$ cat src/port_regs_defines.vh
/*
 * Constants for the per-port control and status register set of a quad-port
 * power-sourcing manager: register-select codes, field positions, reset values,
 * function codes and status encodings.
 * Assumes it is included by its bare name from the design files.
 */
// Overview of operation
// - Each port has function, port-control and two status registers, selects 0010 to 0101.
// - Discovery-fault-disable set makes the port ignore its discovery resistance limits.
// - DC-disconnect-disable set suspends DC disconnect detection on that port.
// - Function field resets to zero; code zero powers down and resets port functions.
// - Code 0001 starts first discovery step, code 0010 the second.
// - Code 0011 takes one port voltage sample.
// - Code 0100 runs legacy detection, code 0101 runs classification.
// - Code 0110 ramps up and powers the port; 0111 samples continuously.
// - Code 1000 ramps power down; 1001 and 1010 select low and high AC disconnect.
// - Code 1011 samples port current; code 1100 samples die temperature.
// - Port-disable bit disables the port; clear means normal; resets to zero.
// - Host writes one to converter start; device starts conversion and clears the bit.
// - Writing one to converter abort aborts the conversion in progress.
// - Discovery-status bit reads one after a failed discovery; resets to zero.
// - Function-done sets on completion and clears when a new function code is written; a completion in the same cycle as the write keeps it set.
// - Port-class field reports class 0 to 4 as 000 to 100; resets to 000.
// - Fault field: none, supply out of range, overheat, overload, disconnect.
// - Watchdog flag reads one while the port watchdog timer is active.
// - Converter-status flag reads one while a conversion is in progress.
// - Function-state field reports disabled, searching, power, fault, test, other fault.
`ifndef PORT_REGS_DEFINES_VH
`define PORT_REGS_DEFINES_VH

// Register-select codes
`define SEL_FUNC_CTRL      4'h2
`define SEL_PORT_CTRL      4'h3
`define SEL_DET_STATUS     4'h4
`define SEL_ACT_STATUS     4'h5

// Function-control fields
`define FC_DISC_FLT_DIS    5
`define FC_DC_DISC_DIS     4
`define FC_FUNC_MSB        3
`define FC_FUNC_LSB        0
`define FC_WRITE_MASK      8'h3f
`define FC_RESET           8'h00

// Port-control fields
`define PC_PORT_DIS        4
`define PC_CONV_START      3
`define PC_CONV_ABORT      2
`define PC_WRITE_MASK      8'h1c
`define PC_RESET           8'h00

// Function codes
`define FN_DISABLE         4'h0
`define FN_DISCOVERY1      4'h1
`define FN_DISCOVERY2      4'h2
`define FN_V_SAMPLE        4'h3
`define FN_LEGACY          4'h4
`define FN_CLASSIFY        4'h5
`define FN_RAMP_UP         4'h6
`define FN_CONT_SAMPLE     4'h7
`define FN_RAMP_DOWN       4'h8
`define FN_AC_LOW          4'h9
`define FN_AC_HIGH         4'ha
`define FN_I_SAMPLE        4'hb
`define FN_T_SAMPLE        4'hc
`define FN_LAST_VALID      4'hc

// Fault codes
`define FLT_NONE           3'h0
`define FLT_SUPPLY_RANGE   3'h1
`define FLT_OVERHEAT       3'h2
`define FLT_OVERLOAD       3'h3
`define FLT_DISCONNECT     3'h4

// Function-state codes
`define ST_DISABLED        3'h0
`define ST_SEARCHING       3'h1
`define ST_POWER           3'h2
`define ST_FAULT           3'h3
`define ST_TEST            3'h4
`define ST_OTHER_FAULT     3'h5

// Class limit
`define CLASS_MAX          3'h4

`endif

$ cat src/port_reg_slice.v
/*
 * One port's register slice: function control, port control and the live
 * status that the core reports. Holds the command handshake to the core.
 * Assumes the core drives its status inputs synchronously to i_mclk.
 */
`timescale 1ns/1ns
`default_nettype none
`include "port_regs_defines.vh"

module port_reg_slice (
    input  wire       i_mclk,          // Core clock
    input  wire       i_srst,          // Synchronous reset, active high
    input  wire       i_ce,            // Clock enable
    input  wire       i_wr,            // Write strobe for this port
    input  wire [3:0] i_sel,           // Register select
    input  wire [7:0] i_wdata,         // Write data
    input  wire       i_func_done,     // Core: commanded function complete (pulse)
    input  wire       i_disc_fail,     // Core: discovery attempt failed (pulse)
    input  wire       i_disc_ok,       // Core: discovery attempt passed (pulse)
    input  wire [2:0] i_class,         // Core: detected class
    input  wire       i_class_vld,     // Core: class result valid (pulse)
    input  wire [2:0] i_fault,         // Core: fault code
    input  wire       i_wdog_act,      // Core: watchdog active
    input  wire       i_conv_busy,     // Core: conversion in progress
    input  wire [2:0] i_state,         // Core: function state
    output reg  [7:0] o_func_ctrl,     // Function-control register
    output reg  [7:0] o_port_ctrl,     // Port-control register
    output reg  [7:0] o_det_status,    // Detection/fault status register
    output reg  [7:0] o_act_status,    // Activity/state status register
    output reg        o_func_go,       // Pulse: new function code to run
    output reg        o_conv_go,       // Pulse: start conversion
    output reg        o_conv_stop      // Pulse: abort conversion
);

    wire fc_wr = i_wr && (i_sel == `SEL_FUNC_CTRL);
    wire pc_wr = i_wr && (i_sel == `SEL_PORT_CTRL);
    wire spare = i_wdata[`FC_FUNC_MSB:`FC_FUNC_LSB] > `FN_LAST_VALID;

    reg       done_reg;
    reg       disc_reg;
    reg [2:0] class_reg;
    reg [2:0] class_in;

    // Class above 4 cannot be reported, so clamp it
    always @* begin
        class_in = (i_class > `CLASS_MAX) ? `CLASS_MAX : i_class;
    end

    // Control registers and command pulses
    always @(posedge i_mclk) begin
        if (i_srst) begin
            o_func_ctrl <= `FC_RESET;
            o_port_ctrl <= `PC_RESET;
            o_func_go   <= 1'b0;
            o_conv_go   <= 1'b0;
            o_conv_stop <= 1'b0;
        end else if (i_ce) begin
            o_func_go   <= 1'b0;
            o_conv_go   <= 1'b0;
            o_conv_stop <= 1'b0;
            // Spare codes keep the running function; the disable bits still take
            if (fc_wr) begin
                if (spare) begin
                    o_func_ctrl[`FC_DISC_FLT_DIS:`FC_DC_DISC_DIS] <=
                        i_wdata[`FC_DISC_FLT_DIS:`FC_DC_DISC_DIS];
                end else begin
                    o_func_ctrl <= i_wdata & `FC_WRITE_MASK;
                    o_func_go   <= 1'b1;
                end
            end
            // Start bit is held one cycle while the core takes it, then cleared
            if (pc_wr) begin
                o_port_ctrl <= i_wdata & `PC_WRITE_MASK;
                o_conv_go   <= i_wdata[`PC_CONV_START];
                o_conv_stop <= i_wdata[`PC_CONV_ABORT];
            end else if (o_port_ctrl[`PC_CONV_START]) begin
                o_port_ctrl[`PC_CONV_START] <= 1'b0;
            end
        end
    end

    // Sticky status: a completion in the write cycle wins over the clear
    always @(posedge i_mclk) begin
        if (i_srst) begin
            done_reg  <= 1'b0;
            disc_reg  <= 1'b0;
            class_reg <= 3'h0;
        end else if (i_ce) begin
            if (i_func_done)
                done_reg <= 1'b1;
            else if (fc_wr && !spare)
                done_reg <= 1'b0;
            if (i_disc_fail)
                disc_reg <= 1'b1;
            else if (i_disc_ok)
                disc_reg <= 1'b0;
            if (i_class_vld)
                class_reg <= class_in;
        end
    end

    // Status images, unused bits forced to zero
    always @(posedge i_mclk) begin
        if (i_srst) begin
            o_det_status <= 8'h00;
            o_act_status <= 8'h00;
        end else if (i_ce) begin
            o_det_status <= {disc_reg, done_reg, class_reg, i_fault};
            o_act_status <= {3'h0, i_wdog_act, i_conv_busy, i_state};
        end
    end

endmodule
`default_nettype wire

$ cat src/poe_port_control_status_regs.v
/*
 * Per-port control and status registers for four power-sourcing ports.
 * Register access is a select code plus a port number, as the management
 * interface decodes it; control decodes drive per-port function strobes.
 * Assumes the serial management decoder and port core share i_mclk.
 */
`timescale 1ns/1ns
`default_nettype none
`include "port_regs_defines.vh"

module poe_port_control_status_regs #(
    parameter NPORT = 4                                // Number of ports
) (
    input  wire                i_mclk,          // 25 MHz core clock
    input  wire                i_srst,          // Synchronous reset, active high
    input  wire                i_ce,            // Clock enable, freezes state when low
    input  wire                i_wr,            // Register write strobe
    input  wire                i_rd,            // Register read strobe
    input  wire [3:0]          i_sel,           // Register select code
    input  wire [1:0]          i_port,          // Port number
    input  wire [7:0]          i_wdata,         // Write data
    input  wire [NPORT-1:0]    i_func_done,     // Per port: function complete pulse
    input  wire [NPORT-1:0]    i_disc_fail,     // Per port: discovery failed pulse
    input  wire [NPORT-1:0]    i_disc_ok,       // Per port: discovery passed pulse
    input  wire [3*NPORT-1:0]  i_class,         // Per port: class result
    input  wire [NPORT-1:0]    i_class_vld,     // Per port: class valid pulse
    input  wire [3*NPORT-1:0]  i_fault,         // Per port: fault code
    input  wire [NPORT-1:0]    i_wdog_act,      // Per port: watchdog active
    input  wire [NPORT-1:0]    i_conv_busy,     // Per port: conversion running
    input  wire [3*NPORT-1:0]  i_state,         // Per port: function state
    output reg  [7:0]          o_rdata,         // Read data
    output reg                 o_rvalid,        // Read data valid pulse
    output reg  [NPORT-1:0]    o_disc_lim_off,  // Ignore discovery resistance limits
    output reg  [NPORT-1:0]    o_dc_disc_off,   // Suspend DC disconnect detection
    output reg  [NPORT-1:0]    o_port_off,      // Port disabled
    output reg  [NPORT-1:0]    o_power_down,    // Pulse: power down, reset functions
    output reg  [NPORT-1:0]    o_disc1_go,      // Pulse: first discovery step
    output reg  [NPORT-1:0]    o_disc2_go,      // Pulse: second discovery step
    output reg  [NPORT-1:0]    o_vsample_go,    // Pulse: single voltage sample
    output reg  [NPORT-1:0]    o_legacy_go,     // Pulse: legacy detection
    output reg  [NPORT-1:0]    o_classify_go,   // Pulse: classification
    output reg  [NPORT-1:0]    o_ramp_up_go,    // Pulse: ramp up and power
    output reg  [NPORT-1:0]    o_cont_sample,   // Level: continuous sampling selected
    output reg  [NPORT-1:0]    o_ramp_down_go,  // Pulse: ramp power down
    output reg  [NPORT-1:0]    o_ac_low_sel,    // Level: low AC disconnect selected
    output reg  [NPORT-1:0]    o_ac_high_sel,   // Level: high AC disconnect selected
    output reg  [NPORT-1:0]    o_isample_go,    // Pulse: port current sample
    output reg  [NPORT-1:0]    o_tsample_go,    // Pulse: die temperature sample
    output reg  [NPORT-1:0]    o_conv_go,       // Pulse: start conversion
    output reg  [NPORT-1:0]    o_conv_stop      // Pulse: abort conversion
);

    wire [8*NPORT-1:0] fc_w;
    wire [8*NPORT-1:0] pc_w;
    wire [8*NPORT-1:0] ds_w;
    wire [8*NPORT-1:0] as_w;
    wire [NPORT-1:0]   fgo_w;
    wire [NPORT-1:0]   cgo_w;
    wire [NPORT-1:0]   cstop_w;

    genvar g;
    // One slice per port; the port number steers the write strobe
    generate
        for (g = 0; g < NPORT; g = g + 1) begin : port
            port_reg_slice u_slice (
                .i_mclk       (i_mclk),
                .i_srst       (i_srst),
                .i_ce         (i_ce),
                .i_wr         (i_wr && (i_port == g)),
                .i_sel        (i_sel),
                .i_wdata      (i_wdata),
                .i_func_done  (i_func_done[g]),
                .i_disc_fail  (i_disc_fail[g]),
                .i_disc_ok    (i_disc_ok[g]),
                .i_class      (i_class[3*g+2:3*g]),
                .i_class_vld  (i_class_vld[g]),
                .i_fault      (i_fault[3*g+2:3*g]),
                .i_wdog_act   (i_wdog_act[g]),
                .i_conv_busy  (i_conv_busy[g]),
                .i_state      (i_state[3*g+2:3*g]),
                .o_func_ctrl  (fc_w[8*g+7:8*g]),
                .o_port_ctrl  (pc_w[8*g+7:8*g]),
                .o_det_status (ds_w[8*g+7:8*g]),
                .o_act_status (as_w[8*g+7:8*g]),
                .o_func_go    (fgo_w[g]),
                .o_conv_go    (cgo_w[g]),
                .o_conv_stop  (cstop_w[g])
            );
        end
    endgenerate

    // Read mux over the four per-port registers; other selects read zero
    reg [7:0] rd_mux;
    always @* begin
        case (i_sel)
            `SEL_FUNC_CTRL:  rd_mux = fc_w[8*i_port +: 8];
            `SEL_PORT_CTRL:  rd_mux = pc_w[8*i_port +: 8];
            `SEL_DET_STATUS: rd_mux = ds_w[8*i_port +: 8];
            `SEL_ACT_STATUS: rd_mux = as_w[8*i_port +: 8];
            default:         rd_mux = 8'h00;
        endcase
    end

    always @(posedge i_mclk) begin
        if (i_srst) begin
            o_rdata  <= 8'h00;
            o_rvalid <= 1'b0;
        end else if (i_ce) begin
            o_rvalid <= i_rd;
            if (i_rd)
                o_rdata <= rd_mux;
        end
    end

    // Decode each port's function code into strobes and levels, one cycle after the write
    integer p;
    always @(posedge i_mclk) begin
        if (i_srst) begin
            o_disc_lim_off <= {NPORT{1'b0}};
            o_dc_disc_off  <= {NPORT{1'b0}};
            o_port_off     <= {NPORT{1'b0}};
            o_power_down   <= {NPORT{1'b0}};
            o_disc1_go     <= {NPORT{1'b0}};
            o_disc2_go     <= {NPORT{1'b0}};
            o_vsample_go   <= {NPORT{1'b0}};
            o_legacy_go    <= {NPORT{1'b0}};
            o_classify_go  <= {NPORT{1'b0}};
            o_ramp_up_go   <= {NPORT{1'b0}};
            o_cont_sample  <= {NPORT{1'b0}};
            o_ramp_down_go <= {NPORT{1'b0}};
            o_ac_low_sel   <= {NPORT{1'b0}};
            o_ac_high_sel  <= {NPORT{1'b0}};
            o_isample_go   <= {NPORT{1'b0}};
            o_tsample_go   <= {NPORT{1'b0}};
            o_conv_go      <= {NPORT{1'b0}};
            o_conv_stop    <= {NPORT{1'b0}};
        end else if (i_ce) begin
            for (p = 0; p < NPORT; p = p + 1) begin
                o_disc_lim_off[p] <= fc_w[8*p+`FC_DISC_FLT_DIS];
                o_dc_disc_off[p]  <= fc_w[8*p+`FC_DC_DISC_DIS];
                o_port_off[p]     <= pc_w[8*p+`PC_PORT_DIS];
                o_conv_go[p]      <= cgo_w[p];
                o_conv_stop[p]    <= cstop_w[p];
                // Levels follow the stored code so a spare write keeps them
                o_cont_sample[p]  <= (fc_w[8*p +: 4] == `FN_CONT_SAMPLE);
                o_ac_low_sel[p]   <= (fc_w[8*p +: 4] == `FN_AC_LOW);
                o_ac_high_sel[p]  <= (fc_w[8*p +: 4] == `FN_AC_HIGH);
                o_power_down[p]   <= fgo_w[p] && (fc_w[8*p +: 4] == `FN_DISABLE);
                o_disc1_go[p]     <= fgo_w[p] && (fc_w[8*p +: 4] == `FN_DISCOVERY1);
                o_disc2_go[p]     <= fgo_w[p] && (fc_w[8*p +: 4] == `FN_DISCOVERY2);
                o_vsample_go[p]   <= fgo_w[p] && (fc_w[8*p +: 4] == `FN_V_SAMPLE);
                o_legacy_go[p]    <= fgo_w[p] && (fc_w[8*p +: 4] == `FN_LEGACY);
                o_classify_go[p]  <= fgo_w[p] && (fc_w[8*p +: 4] == `FN_CLASSIFY);
                o_ramp_up_go[p]   <= fgo_w[p] && (fc_w[8*p +: 4] == `FN_RAMP_UP);
                o_ramp_down_go[p] <= fgo_w[p] && (fc_w[8*p +: 4] == `FN_RAMP_DOWN);
                o_isample_go[p]   <= fgo_w[p] && (fc_w[8*p +: 4] == `FN_I_SAMPLE);
                o_tsample_go[p]   <= fgo_w[p] && (fc_w[8*p +: 4] == `FN_T_SAMPLE);
            end
        end
    end

endmodule
`default_nettype wire

$ cat config.mk
export PLATFORM = sky130hd
export DESIGN_NAME = poe_port_control_status_regs
export DESIGN_NICKNAME = d
export VERILOG_FILES = /design/src/port_reg_slice.v /design/src/poe_port_control_status_regs.v
export VERILOG_INCLUDE_DIRS = /design/src /design/src/src
export SDC_FILE = /design/constraint.sdc
export NUM_CORES = 1
export LEC_CHECK = 0
export BUFFER_PORTS_ARGS = -buffer_cell sky130_fd_sc_hd__buf_2
export CAP_MARGIN = 20
export CORE_ASPECT_RATIO = 0.9
export CORE_MARGIN = 3
export CORE_UTILIZATION = 35
export CTS_CLUSTER_DIAMETER = 80
export DETAILED_ROUTE_END_ITERATION = 6
export GPL_ROUTABILITY_DRIVEN = 1
export HOLD_SLACK_MARGIN = 0.12
export PLACE_DENSITY_LB_ADDON = 0.25
export SLEW_MARGIN = 30
export SYNTH_ARGS = -nofsm -noshare
export SYNTH_HDL_FRONTEND = slang
export SYNTH_SLANG_ARGS = --single-unit
$ cat constraint.sdc
create_clock -name i_mclk -period 3.6 [get_ports i_mclk]
set_clock_uncertainty 0.15 [all_clocks]
set_input_delay 0.54 -clock i_mclk [delete_from_list [all_inputs] [get_ports i_mclk]]
set_output_delay 0.54 -clock i_mclk [all_outputs]
set_load 0.01 [all_outputs]
==> reports/metrics.cfg <==
[run_status]
status=complete, no violations

[yosys]
synth_common_cells=197 x dfxtp_1, 156 x nor2_1, 89 x mux2i_1, 86 x nand2_1, 73 x a21oi_1
synth_edf_count=0
synth.area.top_cells=dfxtp_1 50%, mux2i_1 11%, nor2_1 7.5%, a21oi_1 4.7%, nand2_1 4.1%
ys_warn_count=0
syn-num-nets=950
synth_cell_types=43
synth_top_area_share_pct=50.3
synthArstFlopShare_pct=0
yosys_register_bits=197
synth_cells=871
yosysMostFrequentCell=dfxtp_1
ys_seq_area_share_pct=50.3
synth-main-ff-cell=dfxtp_1
syn_area_sq_mm=0.00784
synth_top_cell_by_area=dfxtp_1
syn_area_per_cell_sq_um=9.00

[route]
route.final.wire_length_um=23000
routedWlPerCell_um=17.8
ant_nets=0
drt_pass1_iterations=5
drc_errors=0
drtIter0Drc=604
vias=6611
via_per_inst=5.11

[cts]
clk_pin_slew_ns=0.08
cts_buffers=17
cts_max_level=4
clk_latency_ns=0.43
holdBufCountCts=0
cts_resized=0
cts_sinks=197
clockBufferDepth=2
cts_tree=yes
postCtsSetupBuffers=0
clockRootBuffer=clkbuf_16

[grt]
grt_pass1_wl_um=35400
grt_pass1_vias=6249
grt_max_degree=67
grt_use_total_pct=18.8
overflow=0
antenna_found_initial=4

[sta]
worst_hold_slack_ns=0.190
report.final.slew_viol_count=0
setup_viol=0
hold_viol=0
tightestPinTransition_ns=0.825
finalCritPeriodShare_pct=61.4
max_freq_mhz=452
slew_headroom_pct=44.5
period_minus_slack_ns=2.21
rsz0062_at_grt=false
final.setup.tns_ns=0

[floorplan]
start_util_pct=35.9
die_y_um=148
fp.coreArea_sq_mm=0.0218
die_w_um=164
dieArea_sq_mm=0.0242
core.rowCount=51
ios=160

[power]
p_total_mw=4.44
peakVddDrop_mv=0.295
p_leak_nw=3.97
powerDensity_mw_per_mm2=474

[worst_hold_path]
hold_start=i_fault[11]
whs_path_depth=3
min_path_type=in2reg
holdPathEnd=port[3].u_slice.o_det_status[2]

[flow_run]
drv_cap=0

[setup_path]
worstPathRequired_ns=3.81
max_stage_delay_ns=0.56
end_kind=flop
crit_chain=buf_2 > nand2b_1 > a21o_1 > a221oi_1 > or4_1 > o21ai_1
slowest_stage=a21o_1
r2r_start=port[0].u_slice.o_conv_go
critical_path_arrival_ns=2.43
r2r_slack_ns=1.97
r2r_cells=4
r2r-end=o_rdata[3]
crit_fanout=17
cp-start-kind=input pin
path_class=in2reg

[layout]
area_delta_synth_final_pct=19.4
largest_reg_flops=32
final_nets=1067
final_area_sq_mm=0.00936
drive_gt1_share_pct=21.0
regMostFlops=port.u_slice.o_det_status
final_util_pct=42.9
reg.largest.list=port.u_slice.o_det_status (32), port.u_slice.o_func_ctrl (24), port.u_slice.o_act_status (20)

[placed_design]
io_buffers=157
dpl_cell_area_sq_mm=0.00878
gp_congestion=0.923
dp_hpwl_um=16300

[how the worst max path moves through the flow]
stage	from	cells past startpoint	slack, ns	end
5_1_grt	i_ce	6	1.31	port[3].u_slice.o_func_ctrl[0]
3_5_place_dp	i_ce	6	0.93	port[0].u_slice.done_reg
6_report	i_sel[1]	6	1.39	o_rdata[5]
2_1_floorplan	i_port[1]	7	1.43	o_rdata[2]
3_3_place_gp	i_sel[1]	6	1.03	o_rdata[5]
4_1_cts	i_ce	6	1.38	port[0].u_slice.done_reg
[cell usage in the layout, fill, tap and decap left out, drive strengths merged, types with 2 or more instances in the layout]
cell type,synthesis,layout
nor4b,2,2
nand3,20,20
mux2i,89,89
o221a,4,4
nor2,156,156
a22o,2,2
a221oi,17,17
clkbuf,47,19
nand2,86,86
a32oi,10,10
a31oi,4,4
clkinv,0,2
a211oi,2,2
nand4,12,12
or2,2,2
o21ai,17,17
clkinvlp,0,2
mux4,2,2
a22oi,39,39
a21oi,73,73
o41ai,4,4
o311ai,2,2
buf,22,167
nor2b,18,18
dfxtp,197,197
nand2b,4,4
o31ai,2,2
nor3b,9,9
o211ai,4,4
inv,6,14
nor3,10,10
[layout make-up]
type	count	area, sq um
fill	2246	12500
clock buffer	19	443
antenna	1	2.50
multi-input combinational	599	3580
inverter	6	25.0
sequential	197	3940
timing repair buffer	167	866
tap	291	364
clock inverter	13	136
[stage by stage]
step                      cells  setup WS [ns]
after CTS                  1292           1.38
after floorplan             871           1.43
after global routing       1292           1.31
final                      1293           1.39
after global placement     1260           1.03
after detailed placement   1260          0.928
[kinds of logic (layout without fill, tap and decap cells)]
kind of cell | after synthesis | after routing | share of synthesized area (%)
buf+inv | 75 | 205 | 4.02
compound gates | 183 | 183 | 15.4
other cells | 0 | 1 | 0
mux | 91 | 91 | 11.9
flops | 197 | 197 | 50.3
simple gates | 325 | 325 | 18.3
[routing by layer]
metal	part of all wire (%)	up-vias	global-route usage (%)
li1	-	3311	-
met1	48	3104	26.8
met2	44	157	27.8
met3	6.2	31	5.32
met4	1.6	8	5.07
met5	0.17	-	0
[critical path: cells and delay by family]
kind / cells / cell delay, ns
AOI/OAI and AO/OA: 3 / 0.89
and+or+nand+nor: 2 / 0.83
buffers and inverters: 1 / 0.17
[where the power goes]
| part | leakage, nW | switching [mW] | internal [mW] |
|---|---|---|---|
| clock | 0.281 | 0.903 | 1.00 |
| sequential | 1.60 | 0.0265 | 2.22 |
| combinational | 2.09 | 0.185 | 0.110 |
| total | 3.97 | 1.11 | 3.33 |
Note: power is estimated with default switching activity, not from simulation.
